## src/gdpc_pkg.sv

```systemverilog
// Constants shared by the gate driver pin control block
package gdpc_pkg;
    localparam int unsigned CLK_PERIOD_NS = 20;
    // Internal reset stretch after power-up or pin reset, least time
    localparam int unsigned INIT_TIME_NS  = 1000;
    localparam int unsigned INIT_CYCLES   = (INIT_TIME_NS + CLK_PERIOD_NS - 1) / CLK_PERIOD_NS;
    // Dead time added after the monitor input falls, least time
    localparam int unsigned DEAD_TIME_NS  = 500;
    localparam int unsigned DEAD_CYCLES   = (DEAD_TIME_NS + CLK_PERIOD_NS - 1) / CLK_PERIOD_NS;
    localparam int unsigned CNT_W         = 8;

    // Register byte addresses
    localparam logic [3:0] STATUS_ADDR = 4'h0;
    localparam logic [3:0] CLEAR_ADDR  = 4'h4;
    localparam logic [3:0] CTRL_ADDR   = 4'h8;

    // Status and control fields
    localparam int unsigned ST_FAULT_A   = 0;
    localparam int unsigned ST_FAULT_B   = 1;
    localparam int unsigned ST_STP_ERR   = 2;
    localparam int unsigned ST_SUPPLY_N  = 3;
    localparam int unsigned ST_DEBUG     = 4;
    localparam int unsigned ST_ENABLE    = 5;
    localparam int unsigned ST_TURN_ON   = 6;
    localparam int unsigned ST_INHIBIT   = 7;
    localparam int unsigned ST_SELECTED  = 8;
    localparam int unsigned ST_OSD       = 9;
    localparam int unsigned CTRL_CLAMP_DIS = 0;
    localparam logic [7:0] CTRL_RESET    = 8'h00;

    // Synchroniser lanes and their idle levels
    localparam int unsigned SY_PWM    = 0;
    localparam int unsigned SY_STP    = 1;
    localparam int unsigned SY_EN     = 2;
    localparam int unsigned SY_OSD    = 3;
    localparam int unsigned SY_RSTPIN = 4;
    localparam int unsigned SY_STRAP  = 5;
    localparam int unsigned SY_GATELO = 6;
    localparam int unsigned SY_UV     = 7;
    localparam int unsigned SY_DIGINV = 8;
    localparam int unsigned SY_NUVPIN = 9;
    localparam int unsigned SY_SEL    = 10;
    localparam int unsigned SY_W      = 11;
    localparam logic [10:0] SY_RESET  = 11'h610;

    typedef enum logic [2:0] {
        GDPC_INIT  = 3'b001,
        GDPC_RUN   = 3'b010,
        GDPC_PINRST = 3'b100
    } gdpc_state_t;
endpackage : gdpc_pkg

```

## src/gdpc_sync.sv

```systemverilog
// Three-stage pin synchroniser with agreement filter
`timescale 1ns/1ps
module gdpc_sync #(
    parameter int unsigned     WIDTH   = 1,
    parameter logic [WIDTH-1:0] RST_VAL = '0
) (
    // Clock and reset
    input  wire logic             clock,
    input  wire logic             srst,
    // Pins and clean levels
    input  wire logic [WIDTH-1:0] pin_in,
    output logic      [WIDTH-1:0] level_out
);
    logic [WIDTH-1:0] s1_ff, s2_ff, s3_ff, q_ff;
    logic [WIDTH-1:0] nxt_q;

    // Only stages two and three are compared; stage one may be metastable
    always_comb begin
        nxt_q = q_ff;
        for (int i = 0; i < WIDTH; i++) begin
            if (s2_ff[i] == s3_ff[i]) begin
                nxt_q[i] = s3_ff[i];
            end
        end
    end

    always_ff @(posedge clock) begin
        if (srst) begin
            s1_ff <= RST_VAL;
            s2_ff <= RST_VAL;
            s3_ff <= RST_VAL;
            q_ff  <= RST_VAL;
        end else begin
            s1_ff <= pin_in;
            s2_ff <= s1_ff;
            s3_ff <= s2_ff;
            q_ff  <= nxt_q;
        end
    end

    assign level_out = q_ff;
endmodule : gdpc_sync

```

## src/gdpc_pin_ctrl.sv

```systemverilog
// Pin control and notification logic of the isolated gate driver
`timescale 1ns/1ps
module gdpc_pin_ctrl (
    // Clock and reset
    input  wire logic        clock,
    input  wire logic        srst,
    // Avalon-MM register slave
    input  wire logic [3:0]  avs_address,
    input  wire logic        avs_read,
    input  wire logic        avs_write,
    input  wire logic [31:0] avs_writedata,
    input  wire logic [3:0]  avs_byteenable,
    output logic      [31:0] avs_readdata,
    output logic             avs_waitrequest,
    // Primary side inputs
    input  wire logic        pwm_in,
    input  wire logic        shoot_through_monitor_in,
    input  wire logic        enable_in,
    input  wire logic        serial_select_n,
    // Primary side open-drain outputs
    input  wire logic        reset_ready_n_in,
    output logic             reset_ready_n_out,
    output logic             reset_ready_n_oe,
    output logic             fault_class_one_n_out,
    output logic             fault_class_one_n_oe,
    output logic             fault_class_two_n_out,
    output logic             fault_class_two_n_oe,
    // Internal event sources, same clock
    input  wire logic        event_class_one,
    input  wire logic        event_class_two,
    // Secondary side inputs
    input  wire logic        output_stage_disable,
    input  wire logic        debug_strap_in,
    input  wire logic        gate_below_threshold_in,
    input  wire logic        secondary_undervoltage_in,
    input  wire logic        digital_supply_invalid_in,
    input  wire logic        secondary_supply_invalid_n_in,
    // Secondary side outputs
    output logic             secondary_supply_invalid_n_out,
    output logic             secondary_supply_invalid_n_oe,
    output logic             turn_on_out,
    output logic             turn_on_oe,
    output logic             turn_off_out,
    output logic             turn_off_oe,
    output logic             miller_clamp_enable_out,
    output logic             booster_clamp_disable_out,
    // Mode indications
    output logic             debug_mode,
    output logic             serial_active
);
    logic [gdpc_pkg::SY_W-1:0] pins, lvl;
    logic pwm_s, stp_s, en_s, osd_s, rstpin_n_s, gatelo_s, sel_n_s;

    assign pins[gdpc_pkg::SY_PWM]    = pwm_in;
    assign pins[gdpc_pkg::SY_STP]    = shoot_through_monitor_in;
    assign pins[gdpc_pkg::SY_EN]     = enable_in;
    assign pins[gdpc_pkg::SY_OSD]    = output_stage_disable;
    assign pins[gdpc_pkg::SY_RSTPIN] = reset_ready_n_in;
    assign pins[gdpc_pkg::SY_STRAP]  = debug_strap_in;
    assign pins[gdpc_pkg::SY_GATELO] = gate_below_threshold_in;
    assign pins[gdpc_pkg::SY_UV]     = secondary_undervoltage_in;
    assign pins[gdpc_pkg::SY_DIGINV] = digital_supply_invalid_in;
    assign pins[gdpc_pkg::SY_NUVPIN] = secondary_supply_invalid_n_in;
    assign pins[gdpc_pkg::SY_SEL]    = serial_select_n;

    // Idle levels match the pad pulls so a floating pin reads safe
    gdpc_sync #(
        .WIDTH   (gdpc_pkg::SY_W),
        .RST_VAL (gdpc_pkg::SY_RESET)
    ) u_sync (
        .clock     (clock),
        .srst      (srst),
        .pin_in    (pins),
        .level_out (lvl)
    );

    assign pwm_s      = lvl[gdpc_pkg::SY_PWM];
    assign stp_s      = lvl[gdpc_pkg::SY_STP];
    assign en_s       = lvl[gdpc_pkg::SY_EN];
    assign osd_s      = lvl[gdpc_pkg::SY_OSD];
    assign rstpin_n_s = lvl[gdpc_pkg::SY_RSTPIN];
    assign gatelo_s   = lvl[gdpc_pkg::SY_GATELO];
    assign sel_n_s    = lvl[gdpc_pkg::SY_SEL];

    // Sequencer: power-up and pin reset both run the init stretch
    gdpc_pkg::gdpc_state_t state_ff, nxt_state;
    logic [gdpc_pkg::CNT_W-1:0] init_cnt_ff, nxt_init_cnt;
    logic ready, reset_event;

    always_comb begin
        nxt_state    = state_ff;
        nxt_init_cnt = init_cnt_ff;
        reset_event  = 1'b0;
        case (state_ff)
            gdpc_pkg::GDPC_INIT: begin
                // Our own pull hides the pin here, so it is not watched
                if (init_cnt_ff == gdpc_pkg::CNT_W'(gdpc_pkg::INIT_CYCLES - 1)) begin
                    nxt_state    = gdpc_pkg::GDPC_RUN;
                    nxt_init_cnt = '0;
                    reset_event  = 1'b1;
                end else begin
                    nxt_init_cnt = init_cnt_ff + 1'b1;
                end
            end
            gdpc_pkg::GDPC_RUN: begin
                // Armed only once the released pin has read high again
                if (rstpin_n_s) begin
                    nxt_init_cnt = gdpc_pkg::CNT_W'(1);
                end else if (init_cnt_ff != '0) begin
                    nxt_state = gdpc_pkg::GDPC_PINRST;
                end
            end
            gdpc_pkg::GDPC_PINRST: begin
                nxt_init_cnt = '0;
                if (rstpin_n_s) begin
                    nxt_state = gdpc_pkg::GDPC_INIT;
                end
            end
            default: begin
                nxt_state    = gdpc_pkg::GDPC_INIT;
                nxt_init_cnt = '0;
            end
        endcase
    end

    always_ff @(posedge clock) begin
        if (srst) begin
            state_ff    <= gdpc_pkg::GDPC_INIT;
            init_cnt_ff <= '0;
        end else begin
            state_ff    <= nxt_state;
            init_cnt_ff <= nxt_init_cnt;
        end
    end

    assign ready = (state_ff == gdpc_pkg::GDPC_RUN);

    // Strap capture once after power-up; pin reset does not recapture
    logic strap_ff, strap_taken_ff, strap_wait_ff;
    logic nxt_strap, nxt_strap_taken, nxt_strap_wait;

    always_comb begin
        nxt_strap       = strap_ff;
        nxt_strap_taken = strap_taken_ff;
        nxt_strap_wait  = 1'b1;
        // Taken at end of init, long after the filter has settled
        if (!strap_taken_ff && strap_wait_ff && reset_event) begin
            nxt_strap       = lvl[gdpc_pkg::SY_STRAP];
            nxt_strap_taken = 1'b1;
        end
    end

    always_ff @(posedge clock) begin
        if (srst) begin
            strap_ff       <= 1'b0;
            strap_taken_ff <= 1'b0;
            strap_wait_ff  <= 1'b0;
        end else begin
            strap_ff       <= nxt_strap;
            strap_taken_ff <= nxt_strap_taken;
            strap_wait_ff  <= nxt_strap_wait;
        end
    end

    assign debug_mode    = strap_ff;
    assign serial_active = !strap_ff && !sel_n_s && ready;

    // PWM input stage with shoot-through inhibition
    logic on_ff, blocked_ff, stp_err_pulse;
    logic [gdpc_pkg::CNT_W-1:0] dead_cnt_ff, nxt_dead_cnt;
    logic nxt_on, nxt_blocked, inhibit;

    assign inhibit = stp_s || (dead_cnt_ff != '0);

    always_comb begin
        nxt_dead_cnt  = dead_cnt_ff;
        nxt_blocked   = blocked_ff;
        stp_err_pulse = 1'b0;
        if (stp_s) begin
            nxt_dead_cnt = gdpc_pkg::CNT_W'(gdpc_pkg::DEAD_CYCLES);
        end else if (dead_cnt_ff != '0) begin
            nxt_dead_cnt = dead_cnt_ff - 1'b1;
        end
        // A rising edge seen while inhibited stays refused until PWM drops
        if (!pwm_s) begin
            nxt_blocked = 1'b0;
        end else if (!on_ff && inhibit && !blocked_ff && en_s && ready) begin
            nxt_blocked   = 1'b1;
            stp_err_pulse = 1'b1;
        end
        // Already-on output is held, not forced off, by inhibition
        nxt_on = ready && en_s && pwm_s
                 && (on_ff || (!inhibit && !blocked_ff));
    end

    always_ff @(posedge clock) begin
        if (srst || !ready) begin
            on_ff       <= 1'b0;
            blocked_ff  <= 1'b0;
            dead_cnt_ff <= '0;
        end else begin
            on_ff       <= nxt_on;
            blocked_ff  <= nxt_blocked;
            dead_cnt_ff <= nxt_dead_cnt;
        end
    end

    // Sticky fault flags; a new event wins over a clear in the same cycle
    logic flag_a_ff, flag_b_ff, stp_flag_ff;
    logic nxt_flag_a, nxt_flag_b, nxt_stp_flag;
    logic [7:0] ctrl_ff, nxt_ctrl;
    logic wr_take, rd_take, ack_ff, nxt_ack;
    logic [31:0] rdata_ff, nxt_rdata, status_word;
    logic [2:0] clr_bits;

    assign wr_take  = avs_write && ack_ff;
    assign rd_take  = avs_read && !ack_ff;
    assign clr_bits = (wr_take && avs_address == gdpc_pkg::CLEAR_ADDR && avs_byteenable[0])
                      ? avs_writedata[2:0] : 3'h0;

    always_comb begin
        nxt_flag_a   = (flag_a_ff && !clr_bits[gdpc_pkg::ST_FAULT_A]) || event_class_one;
        nxt_flag_b   = (flag_b_ff && !clr_bits[gdpc_pkg::ST_FAULT_B])
                       || event_class_two || reset_event;
        nxt_stp_flag = (stp_flag_ff && !clr_bits[gdpc_pkg::ST_STP_ERR]) || stp_err_pulse;
        nxt_ctrl     = ctrl_ff;
        if (wr_take && avs_address == gdpc_pkg::CTRL_ADDR && avs_byteenable[0]) begin
            nxt_ctrl = avs_writedata[7:0];
        end
    end

    always_ff @(posedge clock) begin
        if (srst || (!ready && !reset_event)) begin
            flag_a_ff   <= 1'b0;
            flag_b_ff   <= 1'b0;
            stp_flag_ff <= 1'b0;
            ctrl_ff     <= gdpc_pkg::CTRL_RESET;
        end else begin
            flag_a_ff   <= nxt_flag_a;
            flag_b_ff   <= nxt_flag_b;
            stp_flag_ff <= nxt_stp_flag;
            ctrl_ff     <= nxt_ctrl;
        end
    end

    // Bus slave: waitrequest for one cycle, answer on the second
    always_comb begin
        status_word = 32'h0;
        status_word[gdpc_pkg::ST_FAULT_A]  = flag_a_ff;
        status_word[gdpc_pkg::ST_FAULT_B]  = flag_b_ff;
        status_word[gdpc_pkg::ST_STP_ERR]  = stp_flag_ff;
        status_word[gdpc_pkg::ST_SUPPLY_N] = lvl[gdpc_pkg::SY_NUVPIN];
        status_word[gdpc_pkg::ST_DEBUG]    = strap_ff;
        status_word[gdpc_pkg::ST_ENABLE]   = en_s;
        status_word[gdpc_pkg::ST_TURN_ON]  = on_ff;
        status_word[gdpc_pkg::ST_INHIBIT]  = inhibit;
        status_word[gdpc_pkg::ST_SELECTED] = serial_active;
        status_word[gdpc_pkg::ST_OSD]      = osd_s;
        nxt_ack   = (avs_read || avs_write) && !ack_ff;
        nxt_rdata = rdata_ff;
        if (rd_take) begin
            case (avs_address)
                gdpc_pkg::STATUS_ADDR: nxt_rdata = status_word;
                gdpc_pkg::CTRL_ADDR:   nxt_rdata = {24'h0, ctrl_ff};
                default:               nxt_rdata = 32'h0;
            endcase
        end
    end

    always_ff @(posedge clock) begin
        if (srst) begin
            ack_ff   <= 1'b0;
            rdata_ff <= 32'h0;
        end else begin
            ack_ff   <= nxt_ack;
            rdata_ff <= nxt_rdata;
        end
    end

    assign avs_waitrequest = (avs_read || avs_write) && !ack_ff;
    assign avs_readdata    = rdata_ff;

    // Secondary side output registers
    logic miller_ff, clamp_dis_ff, uv_pull_ff;
    logic nxt_miller, nxt_clamp_dis, nxt_uv_pull;

    always_comb begin
        nxt_miller    = !on_ff && gatelo_s;
        nxt_clamp_dis = ctrl_ff[gdpc_pkg::CTRL_CLAMP_DIS];
        nxt_uv_pull   = lvl[gdpc_pkg::SY_UV] || lvl[gdpc_pkg::SY_DIGINV];
    end

    always_ff @(posedge clock) begin
        if (srst) begin
            miller_ff    <= 1'b0;
            clamp_dis_ff <= 1'b0;
            uv_pull_ff   <= 1'b1;
        end else begin
            miller_ff    <= nxt_miller;
            clamp_dis_ff <= nxt_clamp_dis;
            uv_pull_ff   <= nxt_uv_pull;
        end
    end

    assign turn_on_out               = on_ff;
    assign turn_off_out              = !on_ff;
    assign turn_on_oe                = !osd_s;
    assign turn_off_oe               = !osd_s;
    assign miller_clamp_enable_out   = miller_ff;
    assign booster_clamp_disable_out = clamp_dis_ff;
    assign secondary_supply_invalid_n_out = 1'b0;
    assign secondary_supply_invalid_n_oe  = uv_pull_ff;

    // Open-drain primary pins: drive low only, never high
    assign reset_ready_n_out     = 1'b0;
    assign reset_ready_n_oe      = (state_ff == gdpc_pkg::GDPC_INIT);
    assign fault_class_one_n_out = 1'b0;
    assign fault_class_one_n_oe  = flag_a_ff || !ready;
    assign fault_class_two_n_out = 1'b0;
    assign fault_class_two_n_oe  = flag_b_ff || !ready;
endmodule : gdpc_pin_ctrl

```

## config.mk

```make
export PLATFORM = sky130hd
export DESIGN_NAME = gdpc_pin_ctrl
export DESIGN_NICKNAME = d
export VERILOG_FILES = /design/src/gdpc_pkg.sv /design/src/gdpc_sync.sv /design/src/gdpc_pin_ctrl.sv
export SDC_FILE = /design/constraint.sdc
export NUM_CORES = 1
export LEC_CHECK = 0
export BUFFER_PORTS_ARGS = -buffer_cell sky130_fd_sc_hd__buf_2
export CAP_MARGIN = 25
export CORE_MARGIN = 5
export CORE_UTILIZATION = 50
export DETAILED_ROUTE_END_ITERATION = 10
export PLACE_DENSITY_LB_ADDON = 0.3
export SLEW_MARGIN = 15
export SYNTH_ARGS = -nofsm -noshare
export SYNTH_HDL_FRONTEND = slang
export SYNTH_SLANG_ARGS = --single-unit
```

## constraint.sdc

```tcl
create_clock -name clock -period 1.7 [get_ports clock]
set_clock_uncertainty 0.05 [all_clocks]
set_input_delay 0.34 -clock clock [delete_from_list [all_inputs] [get_ports clock]]
set_output_delay 0.34 -clock clock [all_outputs]
set_load 0.05 [all_outputs]
```

==> Word-level counts from Yosys, hierarchy flattened <==
Index checks and enable logic that the tools add are counted.
{ "classes": {"n_addsub": 2, "eq_ne": 22, "mux": 17, "n_bitwise": 1, "n_reduce_logical": 56} }
{ "ops": {"columns": ["operator", "n"], "rows": [
  ["$logic_and A1 B1 Y1", 24],
  ["$pmux W10 S2", 1],
  ["$mux W8", 2],
  ["$pmux W8 S2", 1],
  ["$reduce_bool A8 Y1", 2],
  ["$mux W3", 5],
  ["$logic_not A1 Y1", 13],
  ["$logic_or A1 B1 Y1", 12],
  ["$eq A1 B1 Y1", 11],
  ["$mux W5", 2],
  ["$pmux W3 S3", 1],
  ["$add A8 B1 Y8 const B", 1],
  ["$eq A8 B6 Y1 const B", 1],
  ["$ne A2 B1 Y1 const B", 4],
  ["$sub A8 B1 Y8 const B", 1],
  ["$mux W1", 5],
  ["$eq A4 B3 Y1 const B", 1],
  ["$eq A4 B4 Y1 const B", 1],
  ["$logic_not A4 Y1", 1],
  ["$reduce_and A4 Y1", 1],
  ["$reduce_or A2 Y1", 2],
  ["$eq A3 B1 Y1 const B", 1],
  ["$eq A3 B2 Y1 const B", 1],
  ["$eq A3 B3 Y1 const B", 1],
  ["other kinds (3)", 3]
]} }
{ "totals": {"reg_bits": 115, "in_bits": 57, "elab_cells": 130} }

==> Depth between registers and ports, before layout <==
{ "depth": {"word_depth": 9, "ltp_mapped": 6} }

==> By module <==
Synthesis repeated with hierarchy kept, for this count alone.
{ "hier_totals": {"hier_cells": 372, "area_unflattened_um2": 3608.5} }
{ "modules_own_cells": {"columns": ["mod", "n_inst", "cells_per_inst", "area_each_um2", "seq_area_each_um2"], "rows": [
  ["gdpc_pin_ctrl", 1, 258, 2324.7, 980.9],
  ["gdpc_sync", 1, 114, 1283.7, 880.8]
]} }

==> Worst setup path before layout <==
No wires, ideal clock.
{ "synth_timing": {"path_kind": "flip-flop to flip-flop", "from": "register state_ff[0]", "to": "register rdata_ff[8], in the netlist avs_readdata[8]", "setup_ps": 70, "t_arrival_ps": 2223, "t_required_ps": 1580, "slack_ps": -643, "path_stages_with_launch": 6, "synth_period_minus_slack_ps": 2343, "path_cell_list": "dfxtp_1 > buf_4 > or3b_1 > nor3_1 > a22oi_1 > nor2_1"} }
{ "synth_between": {"elab_chain_len": 3} }
{ "synth_rtl": {"columns": ["item", "line_no", "source"], "rows": [
  ["start: declaration", "gdpc_pin_ctrl.sv:86", "gdpc_pkg::gdpc_state_t state_ff, nxt_state;"],
  ["start signal: assignment", "gdpc_pin_ctrl.sv:128", "state_ff <= gdpc_pkg::GDPC_INIT;"],
  ["start signal: assignment", "gdpc_pin_ctrl.sv:131", "state_ff <= nxt_state;"],
  ["$eq A3 B2 Y1", "gdpc_pin_ctrl.sv:136", "assign ready = (state_ff == gdpc_pkg::GDPC_RUN);"],
  ["$logic_and A1 B1 Y1", "gdpc_pin_ctrl.sv:166", "assign serial_active = !strap_ff && !sel_n_s && ready;"],
  ["net serial_active", "gdpc_pin_ctrl.sv:49", "output logic serial_active"],
  ["$pmux W10 S2", "gdpc_pin_ctrl.sv:262", "case (avs_address)"],
  ["end signal: assignment", "gdpc_pin_ctrl.sv:276", "rdata_ff <= nxt_rdata;"],
  ["end: declaration", "gdpc_pin_ctrl.sv:213", "logic [31:0] rdata_ff, nxt_rdata, status_word;"]
]} }
The timed path passes the listed nets, and every way through them passes these cells.
A chain may end at the register's enable or synchronous reset.

==> Final worst setup path <==
{ "layout_timing": {"from": "register state_ff[2]", "to": "output fault_class_two_n_oe"} }
{ "layout_between": {"elab_chain_len": 3} }
{ "layout_rtl": {"columns": ["item", "line_no", "source"], "rows": [
  ["$eq A3 B2 Y1", "gdpc_pin_ctrl.sv:136", null],
  ["$logic_not A1 Y1", "gdpc_pin_ctrl.sv:320", "assign fault_class_two_n_oe = flag_b_ff || !ready;"],
  ["$logic_or A1 B1 Y1", "gdpc_pin_ctrl.sv:320", null],
  ["end: declaration", "gdpc_pin_ctrl.sv:27", "output logic fault_class_two_n_oe,"]
]} }
Every way passes these cells.

==> out/qor.csv <==
metric,value,unit
CP max-delay cell,or3b_4,
CTS tree,yes,
Min-Delay Startpoint,secondary_supply_invalid_n_in,
Synth Area in XOR/XNOR,0.0291,
Tmin final,1.91,ns
met3 Usage GRT,0.0199,
Synth top area share,0.515,
clock sink total,93,
worst endpoint required time,1.31,ns
"critical path fanouts, max",4,
CP peak stage delay,0.44,ns
"CTS clk-pin slew, worst paths",0.09,ns
synth warn,0,
core area,7140,µm²
Mapped Cells,373,
sequential share of power,0.521,
nets,505,
final design instance area without fill,4360,µm²
ratio of cells with drive above 1 in the final layout,0.267,
vias per cell,4.91,
first-pass GRT wire length,10900,µm
clk_lat worst skew,0.35,ns
Post-synth EDFFs,0,
unrepaired setup endpoints after global routing,true,
Register-to-Register Path Depth,6,
final setup margin,-0.207,ns
simple-gate area share of the yosys netlist,0.223,
fin crit share,1.12,
IO buf count,52,
Worst VDD drop,435,µV
pre-CTS setup slack,0.00446,ns
met2 Use GR,0.255,
Post-Synthesis Cell Area,3610,µm²
leakage power,0.00177,µW
Synth area leaders,"dfxtp_1 52%, buf_4 5.8%, nor2b_1 4.5%",
fraction of registers with async set or reset after synthesis,0,
number of setup violations in the final report,3,
Post-DP HPWL,4930,µm
Net Sw Power,1000,µW
Synth cell types,54,
max-cap viol count,0,
CTS H-tree lvls,3,
Site Rows,31,
r2r setup slk,0.06,ns
crit path launch,state_ff[2],
largest net degree at the start of global routing,35,
Residual DRC,0,
Max Clock Freq,524,MHz
Combinational Power Share,0.071,
"area leader, netlist",dfxtp_1,
final WL,6760,µm
WL/cell,12.3,µm
top flip-flop cell by instance count after synthesis,dfxtp_1,
Hold Crit Class,input pin to flip-flop,
proportion of synthesized area in mux cells,0.0222,
Die Width,95.0,µm
Hold Crit Depth,2,
antenna violations before repair,0,
Syn Area/Cell,9.68,µm²
status,"complete, but fails checks",
Die H,95.0,µm
crit path kind,flip-flop to primary output,
Max Slew Vio Count,0,
reg2reg end,turn_on_out,
placed cell count,528,
grt ovf,0,
hold worst-path end,u_sync.s1_ff[9],
power density of the placed cells,986,nW/µm²
failing checks,negative setup slack,
Synth Area in Compound Gates,0.113,
I/O pin cnt,106,
startpoint types,flip-flop,
die area,9020,µm²
DP Area,4000,µm²
vias in the first global route,2494,
Num CTS Buffers,9,
Total GRT Usage,0.154,
diode count,0,
Final Core Density,0.610,
Final Hold Fails,0,
largest family of logic cells by synthesized area,simple AND/OR/NAND/NOR gates,
DRT iter0 DRCs,131,
Top Usage Layer GRT,met2,
Adder-Cell Fraction of Synth Area,0.0139,
clock tree root buffer cell,clkbuf_8,
DRT antenna net count,0,
CP endpoint kind,primary output,
Layout Area Growth over Synthesis,20.6,%
post-synthesis register bit count,93,
internal power,3290,µW
"Arr. time, crit path",1.52,ns
M1 GR Usage,0.191,
RR Startpoint,dead_cnt_ff[0],
Switching Share,0.234,
Clock Power Share,0.408,
sequential area share after synthesis,0.515,
Final GP Congestion,0.778,
critical-path cell list,"or3b_4, or2_4, buf_8",
Initial Util,0.506,
fin cells,548,
Max clock buf depth,2,
Initial DRT Pass Iterations,4,
Vias,2688,
cells in the mapped netlist (2+ instances only):
| master | n |
|---|---|
| nor2_1 | 40 |
| o21ai_0 | 18 |
| nand2b_1 | 2 |
| dfxtp_1 | 93 |
| xnor2_1 | 8 |
| nor2b_1 | 26 |
| ha_1 | 4 |
| nand3b_1 | 2 |
| nor4_1 | 3 |
| nand2_1 | 17 |
| inv_1 | 12 |
| nor3_1 | 6 |
| mux2i_1 | 8 |
| a22oi_1 | 3 |
| and3_1 | 4 |
| a21oi_1 | 25 |
| nand4_1 | 4 |
| nor4b_1 | 2 |
| nor3_2 | 2 |
| or3_1 | 5 |
| buf_1 | 2 |
| nand3_1 | 2 |
| buf_4 | 28 |
| clkbuf_1 | 7 |
| a222oi_1 | 7 |
| xor2_1 | 4 |
| or2_2 | 12 |
per-stage QoR:
stage	TNS [ns]	hold WS (ns)	total power, µW
floorplan	-0.105	0.339	2560
global placement	0	0.342	2590
detailed placement	0	0.345	2600
CTS	-0.616	0.100	4350
global route	-0.728	0.106	4460
finish	-0.572	0.119	4300
power by group through the flow:
| stage | Clock (µW) | Combinational [µW] | Sequential (µW) |
|---|---|---|---|
| global placement | 0 | 306 | 2290 |
| CTS | 1800 | 308 | 2240 |
| global route | 1880 | 332 | 2240 |
| floorplan | 0 | 267 | 2290 |
| detailed placement | 0 | 307 | 2290 |
| finish | 1750 | 307 | 2240 |
sequential cells by signal, summed over array words and instances (netlist names), 3 cells and up:
register          count
u_sync.s3_ff         11
u_sync.s2_ff         11
u_sync.level_out     11
u_sync.s1_ff         11
dead_cnt_ff           8
ctrl_ff               8
avs_readdata         10
state_ff              3
init_cnt_ff           8
cells in the final DEF (no fill, tap or decap), types with 5 or more instances in the layout:
master	netlist	routed
nor3_1	6	5
conb_1	1	26
buf_4	28	18
or2_2	12	10
inv_1	12	12
a21oi_1	25	25
dfxtp_1	93	91
or3_1	5	5
xnor2_1	8	8
nand2_1	17	18
nor2_1	40	40
clkbuf_8	0	9
buf_2	1	48
mux2i_1	8	8
nor2b_1	26	26
o21ai_0	18	18
a222oi_1	7	7
cell families after synthesis:
logic type / after synthesis
mux: 8
simple gates: 140
xor+xnor: 12
compound gates: 64
fa+ha+maj: 4
buf+inv: 51
flops: 93
other cells: 1
how the worst max path moves through the flow:
stage | endpoint | slack, ns
floorplan | init_cnt_ff[0] | -0.07
global placement | ctrl_ff[6] | 0.02
detailed placement | ctrl_ff[6] | 0.004
CTS | fault_class_two_n_oe | -0.22
global route | fault_class_two_n_oe | -0.25
finish | fault_class_two_n_oe | -0.21
repair_timing:
item / in CTS / in global routing
hold buffers: 0 / 0
buffers inserted: 2 / 1
gates cloned: 0 / 1
setup endpoints to repair: 4 / 9
pin swaps: 3 / 1
resized for setup: 12 / 7
hold endpoints to repair: 0 / 0
worst max-delay path, delay by kind of cell, from the launching register on:
kind                   cells  cell delay [ns]
buffers and inverters      1             0.15
flip-flops                 1             0.32
AND/OR/NAND/NOR            2             0.70
final cells by class:
class	count	area (µm²)
inverter	13	48.8
clock buffer	10	128
sequential	93	1860
multi-input combinational	255	1620
timing repair buffer	72	459
fill	631	2780
clock inverter	6	116
tap	99	124
metal layers:
| metal | part of all wire | vias to the layer above | wire, µm |
|---|---|---|---|
| met5 | 0 | - | 0 |
| li1 | - | 1362 | - |
| met1 | 0.45 | 1238 | 3030 |
| met4 | 0.013 | 0 | 89 |
| met3 | 0.050 | 11 | 336 |
| met2 | 0.49 | 77 | 3310 |
Note: power is estimated with default switching activity, not from simulation.
